**config.mk**
```make
export PLATFORM = sky130hd
export DESIGN_NAME = rscp_top
export DESIGN_NICKNAME = d
export VERILOG_FILES = /design/src/hdl/rscp_pkg.sv /design/src/hdl/rscp_clk_div.sv /design/src/hdl/rscp_shifter.sv /design/src/hdl/rscp_top.sv
export SDC_FILE = /design/constraint.sdc
export NUM_CORES = 1
export LEC_CHECK = 0
export BUFFER_PORTS_ARGS = -buffer_cell sky130_fd_sc_hd__buf_2
export CORE_ASPECT_RATIO = 1.25
export CORE_MARGIN = 2
export CORE_UTILIZATION = 45
export CTS_CLUSTER_DIAMETER = 50
export DETAILED_ROUTE_END_ITERATION = 6
export PLACE_DENSITY_LB_ADDON = 0.05
export SYNTH_ARGS = -nofsm -noshare
export SYNTH_HDL_FRONTEND = slang
export SYNTH_HIERARCHICAL = 1
export SYNTH_SLANG_ARGS = --single-unit
export TNS_END_PERCENT = 50
```
**constraint.sdc**
```tcl
create_clock -name clk -period 7.6 [get_ports clk]
set_input_delay 1.14 -clock clk [delete_from_list [all_inputs] [get_ports clk]]
set_output_delay 1.14 -clock clk [all_outputs]
set_load 0.005 [all_outputs]
```
**src/hdl/rscp_pkg.sv**
```systemverilog
// Overview of operation
// - data byte shifted out, reply byte readable
// - control bit 4 enables the master
// - divider code selects serial clock ratio
// - pin bit 1 is active-low select
// - pin bit 2 enables radio clock
// - pin bit 0 drives chip enable
// - first transfer returns radio status byte
// - command byte, then data bytes, MSB first
// - read register, one to five bytes
// - write register, standby or power-down only; the code accepts it in any state
// - read payload, pop it afterwards
// - load transmit payload from byte zero
// - flush transmit queue, no data
// - resend last payload until write or flush
// - read top payload width, one byte
// - ack payload on pipe, three pending
// - transmit payload without auto acknowledge
// - no operation, returns status only
// - short register write keeps upper bytes
// - status shifted out after select falls
// - pipe field unreliable while interrupt falls
// - pin bits drive radio lines directly
package rscp_pkg;

    localparam logic [7:0] ADDR_PIN_CTL    = 8'h90;
    localparam logic [7:0] ADDR_SPI_DATA   = 8'hE5;
    localparam logic [7:0] ADDR_SPI_CTL    = 8'hE6;
    localparam logic [7:0] RST_PIN_CTL     = 8'h02;
    localparam logic [7:0] RST_SPI_DATA    = 8'h00;
    localparam logic [7:0] RST_SPI_CTL     = 8'h00;

    localparam int         BIT_CHIP_ENABLE = 0;
    localparam int         BIT_SELECT_B    = 1;
    localparam int         BIT_CLOCK_EN    = 2;
    localparam int         BIT_SPI_ENABLE  = 4;
    localparam int         DIV_MSB         = 3;

    localparam logic [7:0] CMD_REG_MASK    = 8'hE0;
    localparam logic [7:0] CMD_READ_REG    = 8'h00;
    localparam logic [7:0] CMD_WRITE_REG   = 8'h20;
    localparam logic [7:0] CMD_READ_RX     = 8'h61;
    localparam logic [7:0] CMD_READ_WIDTH  = 8'h60;
    localparam logic [7:0] CMD_WRITE_TX    = 8'hA0;
    localparam logic [7:0] CMD_ACK_MASK    = 8'hF8;
    localparam logic [7:0] CMD_ACK_PAYLOAD = 8'hA8;
    localparam logic [7:0] CMD_TX_NO_ACK   = 8'hB0;
    localparam logic [7:0] CMD_FLUSH_TX    = 8'hE1;
    localparam logic [7:0] CMD_FLUSH_RX    = 8'hE2;
    localparam logic [7:0] CMD_RESEND      = 8'hE3;
    localparam logic [7:0] CMD_NO_OP       = 8'hFF;

    localparam logic [5:0] MAX_REG_BYTES   = 6'h05;
    localparam logic [5:0] MAX_PLD_BYTES   = 6'h20;
    localparam logic [5:0] MAX_WIDTH_BYTES = 6'h01;
    localparam logic [5:0] BYTE_CNT_SAT    = 6'h21;
    localparam logic [2:0] MAX_PIPE        = 3'h5;
    localparam logic [1:0] MAX_ACK_PENDING = 2'h3;
    localparam logic [2:0] LAST_BIT        = 3'h7;

    typedef enum logic [3:0] {
        KIND_NONE        = 4'h0,
        KIND_READ_REG    = 4'h1,
        KIND_WRITE_REG   = 4'h2,
        KIND_READ_RX     = 4'h3,
        KIND_WRITE_TX    = 4'h4,
        KIND_FLUSH_TX    = 4'h5,
        KIND_FLUSH_RX    = 4'h6,
        KIND_RESEND      = 4'h7,
        KIND_READ_WIDTH  = 4'h8,
        KIND_ACK_PAYLOAD = 4'h9,
        KIND_TX_NO_ACK   = 4'hA,
        KIND_NO_OP       = 4'hB,
        KIND_UNKNOWN     = 4'hC
    } rscp_kind_t;

    typedef struct packed {
        logic       valid;
        rscp_kind_t kind;
        logic [4:0] addr;
        logic [5:0] index;
        logic [7:0] data;
    } rscp_cmd_event_t;

    typedef struct packed {
        logic [4:0] rsvd;
        logic       clockEn;
        logic       select_b;
        logic       chipEnable;
    } rscp_pin_ctl_t;

endpackage : rscp_pkg

```
**src/hdl/rscp_clk_div.sv**
```systemverilog
`timescale 1ns/1ps
module rscp_clk_div
    import rscp_pkg::*;
(
    input  wire logic       clk,
    input  wire logic       rst_b,
    input  wire logic       run,
    input  wire logic [3:0] divCode,
    output logic            halfTick
);
    logic [4:0] cnt_q;
    logic [4:0] cnt_d;
    logic [4:0] halfLimit;

    always_comb begin
        unique casez (divCode)
            4'b000?: halfLimit = 5'h00;
            4'b0010: halfLimit = 5'h01;
            4'b0011: halfLimit = 5'h03;
            4'b0100: halfLimit = 5'h07;
            4'b0101: halfLimit = 5'h0F;
            default: halfLimit = 5'h1F;
        endcase
        halfTick = run && (cnt_q == halfLimit);
        if (!run || halfTick) begin
            cnt_d = 5'h00;
        end else begin
            cnt_d = cnt_q + 5'h01;
        end
    end

    always_ff @(posedge clk) begin
        if (!rst_b) begin
            cnt_q <= 5'h00;
        end else begin
            cnt_q <= cnt_d;
        end
    end
endmodule : rscp_clk_div

```
**src/hdl/rscp_shifter.sv**
```systemverilog
`timescale 1ns/1ps
module rscp_shifter
    import rscp_pkg::*;
(
    input  wire logic       clk,
    input  wire logic       rst_b,
    input  wire logic       start,
    input  wire logic       abort,
    input  wire logic [7:0] txByte,
    input  wire logic       halfTick,
    input  wire logic       miso,
    output logic            busy,
    output logic            done,
    output logic [7:0]      rxByte,
    output logic            sck,
    output logic            mosi
);
    logic [7:0] shift_q, shift_d, rx_q, rx_d;
    logic [2:0] bit_q, bit_d;
    logic       busy_q, busy_d, done_q, done_d, sck_q, sck_d, mosi_q, mosi_d;

    always_comb begin
        shift_d = shift_q;
        rx_d    = rx_q;
        bit_d   = bit_q;
        busy_d  = busy_q;
        done_d  = 1'b0;
        sck_d   = sck_q;
        mosi_d  = mosi_q;
        if (abort) begin
            busy_d = 1'b0;
            sck_d  = 1'b0;
        end else if (!busy_q) begin
            if (start) begin
                busy_d  = 1'b1;
                shift_d = txByte;
                mosi_d  = txByte[7];
                bit_d   = 3'h0;
                sck_d   = 1'b0;
            end
        end else if (halfTick) begin
            sck_d = ~sck_q;
            if (!sck_q) begin
                rx_d = {rx_q[6:0], miso};
            end else if (bit_q == LAST_BIT) begin
                busy_d = 1'b0;
                done_d = 1'b1;
            end else begin
                shift_d = {shift_q[6:0], 1'b0};
                mosi_d  = shift_q[6];
                bit_d   = bit_q + 3'h1;
            end
        end
    end

    always_ff @(posedge clk) begin
        if (!rst_b) begin
            shift_q <= 8'h00;
            rx_q    <= 8'h00;
            bit_q   <= 3'h0;
            busy_q  <= 1'b0;
            done_q  <= 1'b0;
            sck_q   <= 1'b0;
            mosi_q  <= 1'b0;
        end else begin
            shift_q <= shift_d;
            rx_q    <= rx_d;
            bit_q   <= bit_d;
            busy_q  <= busy_d;
            done_q  <= done_d;
            sck_q   <= sck_d;
            mosi_q  <= mosi_d;
        end
    end

    assign busy   = busy_q;
    assign done   = done_q;
    assign rxByte = rx_q;
    assign sck    = sck_q;
    assign mosi   = mosi_q;
endmodule : rscp_shifter

```
**src/hdl/rscp_top.sv**
```systemverilog
`timescale 1ns/1ps
module rscp_top
    import rscp_pkg::*;
(
    input  wire logic       clk,
    input  wire logic       rst_b,
    input  wire logic [7:0] sfrAddr,
    input  wire logic [7:0] sfrWrData,
    input  wire logic       sfrWr,
    input  wire logic       sfrRd,
    output logic [7:0]      sfrRdData,
    output logic            spiReady,
    output logic            radioSelectPin_b,
    output logic            radioChipEnable,
    output logic            radioClockPin,
    output logic            spiSck,
    output logic            spiMosi,
    input  wire logic       spiMiso,
    input  wire logic       ackPayloadSent,
    output rscp_cmd_event_t cmdEvent,
    output logic            txFlush,
    output logic            rxFlush,
    output logic            rxPop,
    output logic            resendActive,
    output logic [1:0]      ackPending,
    output logic [7:0]      statusByte
);
    // ---------------- special-function registers
    rscp_pin_ctl_t pin_q, pin_d;
    logic [7:0]    ctl_q, ctl_d;
    logic [7:0]    data_q, data_d;
    logic [7:0]    txLatch_q, txLatch_d;
    logic [7:0]    rd_q, rd_d;
    logic          ready_q, ready_d;
    logic          selFall, selRise;
    logic          spiEnable;
    logic          startXfer;
    logic          halfTick, shBusy, shDone, shSck, shMosi;
    logic [7:0]    shRx;

    assign spiEnable = ctl_q[BIT_SPI_ENABLE];

    always_comb begin
        pin_d     = pin_q;
        ctl_d     = ctl_q;
        data_d    = data_q;
        txLatch_d = txLatch_q;
        ready_d   = ready_q;
        startXfer = 1'b0;
        if (sfrWr && sfrAddr == ADDR_PIN_CTL) begin
            pin_d      = rscp_pin_ctl_t'(sfrWrData);
            pin_d.rsvd = 5'h00;
        end
        if (sfrWr && sfrAddr == ADDR_SPI_CTL) begin
            ctl_d = {3'h0, sfrWrData[BIT_SPI_ENABLE:0]};
        end
        if (sfrWr && sfrAddr == ADDR_SPI_DATA && spiEnable && !shBusy) begin
            data_d    = sfrWrData;
            txLatch_d = sfrWrData;
            startXfer = 1'b1;
            ready_d   = 1'b0;
        end
        if (shDone) begin
            data_d  = shRx;
            ready_d = 1'b1;
        end
        if (!spiEnable) begin
            ready_d = 1'b1;
        end
        unique case (sfrAddr)
            ADDR_PIN_CTL:  rd_d = pin_q;
            ADDR_SPI_CTL:  rd_d = ctl_q;
            ADDR_SPI_DATA: rd_d = data_q;
            default:       rd_d = 8'h00;
        endcase
        if (!sfrRd) begin
            rd_d = rd_q;
        end
    end

    assign selFall = pin_q.select_b && !pin_d.select_b;
    assign selRise = !pin_q.select_b && pin_d.select_b;

    always_ff @(posedge clk) begin
        if (!rst_b) begin
            pin_q     <= rscp_pin_ctl_t'(RST_PIN_CTL);
            ctl_q     <= RST_SPI_CTL;
            data_q    <= RST_SPI_DATA;
            txLatch_q <= RST_SPI_DATA;
            rd_q      <= 8'h00;
            ready_q   <= 1'b1;
        end else begin
            pin_q     <= pin_d;
            ctl_q     <= ctl_d;
            data_q    <= data_d;
            txLatch_q <= txLatch_d;
            rd_q      <= rd_d;
            ready_q   <= ready_d;
        end
    end

    // ---------------- serial engine
    rscp_clk_div u_div (
        .clk      (clk),
        .rst_b    (rst_b),
        .run      (shBusy),
        .divCode  (ctl_q[DIV_MSB:0]),
        .halfTick (halfTick)
    );

    rscp_shifter u_shift (
        .clk      (clk),
        .rst_b    (rst_b),
        .start    (startXfer),
        .abort    (!spiEnable),
        .txByte   (txLatch_d),
        .halfTick (halfTick),
        .miso     (spiMiso),
        .busy     (shBusy),
        .done     (shDone),
        .rxByte   (shRx),
        .sck      (shSck),
        .mosi     (shMosi)
    );

    // ---------------- command tracking
    rscp_kind_t      kind_q, kind_d;
    logic [4:0]      addr_q, addr_d;
    logic [5:0]      count_q, count_d;
    logic            gotData_q, gotData_d;
    logic            resend_q, resend_d;
    logic [1:0]      pend_q, pend_d;
    logic [7:0]      status_q, status_d;
    rscp_cmd_event_t ev_q, ev_d;
    logic            txFlush_q, txFlush_d, rxFlush_q, rxFlush_d, rxPop_q, rxPop_d;
    logic            ackQueue;
    logic [5:0]      dataIdx;
    logic [5:0]      limit;
    logic            refused;
    rscp_kind_t      newKind;

    function automatic rscp_kind_t decode(input logic [7:0] c);
        rscp_kind_t k;
        k = KIND_UNKNOWN;
        if ((c & CMD_REG_MASK) == CMD_READ_REG)       k = KIND_READ_REG;
        else if ((c & CMD_REG_MASK) == CMD_WRITE_REG) k = KIND_WRITE_REG;
        else if (c == CMD_READ_RX)                    k = KIND_READ_RX;
        else if (c == CMD_READ_WIDTH)                 k = KIND_READ_WIDTH;
        else if (c == CMD_WRITE_TX)                   k = KIND_WRITE_TX;
        else if ((c & CMD_ACK_MASK) == CMD_ACK_PAYLOAD) k = KIND_ACK_PAYLOAD;
        else if (c == CMD_TX_NO_ACK)                  k = KIND_TX_NO_ACK;
        else if (c == CMD_FLUSH_TX)                   k = KIND_FLUSH_TX;
        else if (c == CMD_FLUSH_RX)                   k = KIND_FLUSH_RX;
        else if (c == CMD_RESEND)                     k = KIND_RESEND;
        else if (c == CMD_NO_OP)                      k = KIND_NO_OP;
        return k;
    endfunction : decode

    always_comb begin
        unique case (kind_q)
            KIND_READ_REG, KIND_WRITE_REG:             limit = MAX_REG_BYTES;
            KIND_READ_RX, KIND_WRITE_TX, KIND_TX_NO_ACK,
            KIND_ACK_PAYLOAD:                          limit = MAX_PLD_BYTES;
            KIND_READ_WIDTH:                           limit = MAX_WIDTH_BYTES;
            default:                                   limit = 6'h00;
        endcase
        // pipes above five, or a full ack queue, take no bytes
        refused = (kind_q == KIND_ACK_PAYLOAD)
                  && (addr_q[2:0] > MAX_PIPE || pend_q == MAX_ACK_PENDING);
        dataIdx   = count_q - 6'h01;
        newKind   = decode(txLatch_q);
        kind_d    = kind_q;
        addr_d    = addr_q;
        count_d   = count_q;
        gotData_d = gotData_q;
        resend_d  = resend_q;
        status_d  = status_q;
        ev_d      = '0;
        txFlush_d = 1'b0;
        rxFlush_d = 1'b0;
        rxPop_d   = 1'b0;
        ackQueue  = 1'b0;
        if (selFall) begin
            count_d   = 6'h00;
            gotData_d = 1'b0;
            kind_d    = KIND_NONE;
        end else if (selRise) begin
            if (kind_q == KIND_READ_RX && gotData_q) begin
                rxPop_d = 1'b1;
            end
            if (kind_q == KIND_ACK_PAYLOAD && gotData_q) begin
                ackQueue = 1'b1;
            end
            kind_d = KIND_NONE;
        end else if (shDone && !pin_q.select_b) begin
            if (count_q == 6'h00) begin
                status_d = shRx;
                kind_d   = newKind;
                addr_d   = txLatch_q[4:0];
                unique case (newKind)
                    KIND_FLUSH_TX: begin
                        txFlush_d = 1'b1;
                        resend_d  = 1'b0;
                    end
                    KIND_FLUSH_RX: rxFlush_d = 1'b1;
                    KIND_RESEND:   resend_d  = 1'b1;
                    KIND_WRITE_TX: resend_d  = 1'b0;
                    default:       resend_d  = resend_q;
                endcase
            end else if (dataIdx < limit && !refused) begin
                // each byte lands at once, so a short write leaves upper bytes
                ev_d.valid = 1'b1;
                ev_d.kind  = kind_q;
                ev_d.addr  = addr_q;
                ev_d.index = dataIdx;
                gotData_d  = 1'b1;
                if (kind_q == KIND_READ_REG || kind_q == KIND_READ_RX
                    || kind_q == KIND_READ_WIDTH) begin
                    ev_d.data = shRx;
                end else begin
                    ev_d.data = txLatch_q;
                end
            end
            if (count_q != BYTE_CNT_SAT) begin
                count_d = count_q + 6'h01;
            end
        end
        pend_d = pend_q;
        if (ackQueue && !ackPayloadSent) begin
            pend_d = pend_q + 2'h1;
        end else if (!ackQueue && ackPayloadSent && pend_q != 2'h0) begin
            pend_d = pend_q - 2'h1;
        end
    end

    always_ff @(posedge clk) begin
        if (!rst_b) begin
            kind_q    <= KIND_NONE;
            addr_q    <= 5'h00;
            count_q   <= 6'h00;
            gotData_q <= 1'b0;
            resend_q  <= 1'b0;
            pend_q    <= 2'h0;
            status_q  <= 8'h00;
            ev_q      <= '0;
            txFlush_q <= 1'b0;
            rxFlush_q <= 1'b0;
            rxPop_q   <= 1'b0;
        end else begin
            kind_q    <= kind_d;
            addr_q    <= addr_d;
            count_q   <= count_d;
            gotData_q <= gotData_d;
            resend_q  <= resend_d;
            pend_q    <= pend_d;
            status_q  <= status_d;
            ev_q      <= ev_d;
            txFlush_q <= txFlush_d;
            rxFlush_q <= rxFlush_d;
            rxPop_q   <= rxPop_d;
        end
    end

    assign sfrRdData        = rd_q;
    assign spiReady         = ready_q;
    assign radioSelectPin_b = pin_q.select_b;
    assign radioChipEnable  = pin_q.chipEnable;
    assign radioClockPin    = pin_q.clockEn;
    // no extra stage, so miso is read as the sck pin rises
    assign spiSck           = shSck;
    assign spiMosi          = shMosi;
    assign cmdEvent         = ev_q;
    assign txFlush          = txFlush_q;
    assign rxFlush          = rxFlush_q;
    assign rxPop            = rxPop_q;
    assign resendActive     = resend_q;
    assign ackPending       = pend_q;
    assign statusByte       = status_q;
endmodule : rscp_top

```
After elaboration in Yosys (flattened, before gate mapping)
Index checks and enable logic that the tools add are counted.
- logic and storage cells: 191
- bits of input ports: 22
- flip-flop bits (word level): 114
- reductions and logical operators: 55
- order comparisons: 2
- bitwise logic cells: 8
- mux-type cells: 54
- equality and inequality tests: 35
- add/subtract/negate cells: 6
- operators with widths (kind ; count):
    $eq 8x8->1 const B ; 9
    $mux 4 ; 10
    $mux 7 ; 5
    $mux 8 ; 4
    $eq 4x3->1 const B ; 7
    $pmux 5 s5 ; 1
    $mux 24 ; 1
    $pmux 8 s3 ; 1
    $mux 1 ; 21
    $mux 3 ; 6
    $pmux 6 s3 ; 1
    $eq 4x2->1 const B ; 4
    $eq 8x7->1 const B ; 2
    $logic_and 1x1->1 ; 16
    $reduce_and 5->1 ; 3
    $eq 4x4->1 const B ; 3
    $reduce_and 4->1 ; 3
    $reduce_bool 2->1 ; 5
    $reduce_or 5->1 ; 2
    $reduce_or 3->1 ; 3
    $logic_not 8->1 ; 1
    $not 1->1 ; 8
    $reduce_or 2->1 ; 4
    $add 6x1->6 const B ; 1
    25 further kinds ; 39

Depth between registers and ports, before layout
- depth after elaboration: 16
- depth in mapped cells: 11
- gate-level depth less buffers: 11

By module
Netlist, hierarchy kept.
- modules (own cells, without submodules) (module ; area each (um^2) ; instances ; cells an instance):
    rscp_top ; 3983.8 ; 1 ; 442
    rscp_shifter ; 1029.7 ; 1 ; 105
    rscp_clk_div ; 286.5 ; 1 ; 34

Worst setup path after synthesis
OpenSTA, ideal clock, no wires.
- path kind: input port to flip-flop
- from: in sfrAddr[0]
- to: reg resend_q, in the netlist resendActive
- data arrival time: 3780 ps
- required time: 7481 ps
- path slack: 3701 ps
- cell stages on the path: 9
- cells stage by stage: or4b_1 nor4_4 nand2_1 mux2i_1 inv_1 ha_1 or3b_2 or4_4 o221a_1
- RTL lines (what ; line ; RTL):
    start: declaration ; rscp_top.sv:7 ; input wire logic [7:0] sfrAddr,
    end signal: assignment ; rscp_top.sv:254 ; resend_q <= resend_d;
    end: declaration ; rscp_top.sv:131 ; logic resend_q, resend_d;

==> reports/results.tsv <==
stage	metric	value	unit
status	run_status	finished clean	
setup_path	path_max_fanout	24	
synth	synth_cell_types	68	
synth	synthXorXnorAreaFrac	0.0248	
die	dieArea	0.0127	mm2
setup_path	end_kind	flip-flop	
cts	clockBufferDepth	2	
worst_hold_path	hold_class	flip-flop to flip-flop	
power_and_ir_drop	irDropWorstVdd	0.116	mV
drt	drc_errors	0	
placement	portBuffers	73	
cts	clkSinkCount	114	
placement	gp_congestion	0.820	
power_and_ir_drop	p_int	1190	uW
final_layout	diodes	0	
cts	post-cts-setup-buffers	0	
sta	maxSlewViolCount	0	
power_and_ir_drop	total_power	1480	uW
grt	grt_pass1_vias	4279	
cts	cts_resized	0	
die	placement_rows	44	
cts	cts_tree	built	
sta	post-route-min-period	4.20	ns
synth	synth.largest_area_cell	dfxtp_1	
synth	async_flop_share	0	
drt	vias	4276	
drt	drt_iter0_drc	148	
drt	drtAntennaViolNets	0	
sta	worst_slew_pin_slew	1.10	ns
synth	synth_top_area_frac	0.431	
sta	grt_setup_unrepaired	false	
power_and_ir_drop	p_leak	0.00249	uW
synth	synth_top_family_by_area	simple AND/OR/NAND/NOR gates	
run	drv_cap	0	
synth	synth.area.top_cells	dfxtp_1 (43%), mux2i_1 (8.5%), nor2_1 (4.2%), nand2_1 (3.6%), nor2b_1 (2.6%)	
synth	yosysWarnings	6	
cts	clk_pin_slew	0.05	ns
setup_path	required	7.92	ns
power_and_ir_drop	switching_share	0.193	
die	ios	74	
power_and_ir_drop	cellPowerDensity	233	mW/mm2
sta	finClkSkew	0.0118	ns
grt	grt_max_degree	71	
power_and_ir_drop	p_sw	285	uW
grt	grt_pass1_wl	21200	um
cts	numCtsBuffers	17	
synth	syn_avg_cell_area	9.12	um2
grt	antenna_found_initial	0	
final_layout	area_growth	19.5	%
die	die_w	101	um
drt	drt-vias-per-instance	5.39	
sta	fin_crit_sh	0.553	
drt	first_pass_iters	5	
die	initial_core_util	0.458	
synth	synth-seq-area-share	0.431	
sta	finalSetupViolCount	0	
grt	grt_overflow_total	0	
sta	setup_tns	0	ns
die	die_y	125	um
power_and_ir_drop	p_comb_frac	0.019	
sta	fmax	238	MHz
drt	detail_route.wl_per_cell	15.9	um
power_and_ir_drop	seqPwrFrac	0.406	
power_and_ir_drop	p_clk_frac	0.575	
setup_path	worstSetupPathType	primary input to flip-flop	
final_layout	final_layout_size_suffix_gt1_frac	0.195	
synth	syn-num-nets	613	
die	coreArea	0.0116	mm2
final_layout	n_fill_cell	1103	
placement	hpwlAfterDp	9170	um
synth	muxShareOfSynthArea	0.105	
cts	insertion_delay	0.40	ns
sta	relSlewSlack	0.267	
synth	synth_edf_count	0	
synth	synth_ff_type	dfxtp_1	
synth	synth-compound-area-share	0.133	
synth	syn-cell-area	0.00530	mm2
synth	synth_cells	581	
synth	synth_fa_ha_area_frac	0.0236	
cts	htree_levels	4	
synth	ys_ff_latch	114	
setup_path	start_kind	primary input	
drt	wl	12600	um
synth	yosys.area_share.simple	0.232	
cts	clockRootBuffer	clkbuf_16	
cts	cts_hold_buf	0	
sta	hold_viol	0	
setup_path	critPathArrivalTime	4.52	ns
grt	grt_use_total	0.213	
final_layout	num-nets-final	675	
[cells in the mapped netlist, drive strengths merged (3+ instances only)]
| master | n |
|---|---|
| ha | 10 |
| dfxtp | 114 |
| nand4 | 4 |
| nand3 | 24 |
| o21ai | 18 |
| and3 | 6 |
| a211o | 4 |
| mux2 | 9 |
| xor2 | 8 |
| nor2 | 60 |
| or3 | 4 |
| and3b | 3 |
| o211ai | 11 |
| a222oi | 3 |
| buf | 13 |
| a211oi | 7 |
| nand2b | 13 |
| a31oi | 3 |
| nor3b | 3 |
| clkbuf | 20 |
| nor2b | 22 |
| mux2i | 45 |
| xnor2 | 7 |
| inv | 24 |
| a21boi | 12 |
| a21oi | 20 |
| nor3 | 10 |
| nor4 | 6 |
| and2 | 8 |
| nand2 | 51 |
[critical path, stage by stage]
cell,delay (ns)
buf_2,0.12
or4b_1,0.57
nor4_4,0.35
nand2_1,0.18
mux2i_1,0.28
inv_1,0.07
ha_1,0.26
nor3b_1,0.51
o2111ai_2,0.71
nor2_1,0.31
[metal layers]
metal,vias to the layer above,GRT usage,share of wire
li1,2170,-,-
met1,2027,0.253,0.43
met2,62,0.368,0.53
met3,17,0.0520,0.023
met4,0,0.0739,0.018
met5,-,0,0
[layout by cell type, fill, tap and decap left out, types with 6 or more instances in the layout]
| master | instances |
|---|---|
| a211oi_1 | 7 |
| a21boi_0 | 12 |
| a21oi_1 | 19 |
| and2_1 | 8 |
| and3_1 | 6 |
| buf_2 | 73 |
| clkbuf_16 | 17 |
| dfxtp_1 | 114 |
| ha_1 | 10 |
| inv_1 | 24 |
| mux2_2 | 8 |
| mux2i_1 | 45 |
| nand2_1 | 51 |
| nand2b_1 | 13 |
| nand3_1 | 24 |
| nor2_1 | 60 |
| nor2b_1 | 22 |
| nor3_1 | 10 |
| o211ai_1 | 11 |
| o21ai_0 | 17 |
| xnor2_1 | 7 |
| xor2_1 | 8 |
[layout make-up]
class	instances	area [um2]	share of cell area
clock buffers	24	492	0.0777
clock inverters	8	149	0.0235
inverters	25	93.8	0.0148
multi-input cells	409	2750	0.435
flip-flops and latches	114	2280	0.360
well taps	138	173	0.0273
repair buffers	76	388	0.0613
[registers in the layout (all words and copies together) (netlist names), 2 cells and up]
signal / count
ackPending: 2
addr_q: 5
cmdEvent: 24
count_q: 6
ctl_q: 5
data_q: 8
kind_q: 4
sfrRdData: 8
statusByte: 8
txLatch_q: 8
u_div/cnt_q: 5
u_shift/bit_q: 3
u_shift/rxByte: 8
u_shift/shift_q: 7
[power groups by stage]
stage          registers, uW  logic [uW]  clock network (uW)
2_1_floorplan            612        15.2                   0
3_3_place_gp             612        27.5                   0
3_5_place_dp             612        28.0                   0
4_1_cts                  599        28.0                 867
5_1_grt                  599        30.5                 899
6_report                 599        27.7                 850
[cells by family after synthesis]
logic type | count (synthesis)
AND/OR/NAND/NOR | 230
flip-flops | 114
AO/OA/AOI/OAI | 100
buffers and inverters | 58
multiplexers | 54
XOR/XNOR | 15
adder cells (fa/ha/maj) | 10
[worst paths after layout]
path / startpoint / endpoint / slack (ns) / cells after the start
max: sfrAddr[0] / cmdEvent[4] / 3.40 / 10
min reg2reg: addr_q[0] / cmdEvent[14] / 0.44 / 2
min: addr_q[0] / cmdEvent[14] / 0.44 / 2
max reg2reg: count_q[0] / gotData_q / 4.78 / 7
[stage by stage]
step	util	instances	hold WS, ns	area [um2]	worst slack, ns
5_1_grt	0.548	794	0.444	6330	3.08
2_1_floorplan	-	581	0.408	5300	3.70
6_report	0.548	794	0.439	6330	3.40
3_5_place_dp	0.492	762	0.420	5690	2.99
3_3_place_gp	0.492	762	0.419	5690	3.10
4_1_cts	0.548	794	0.439	6330	3.36
Power figures use the tool's default switching activity.
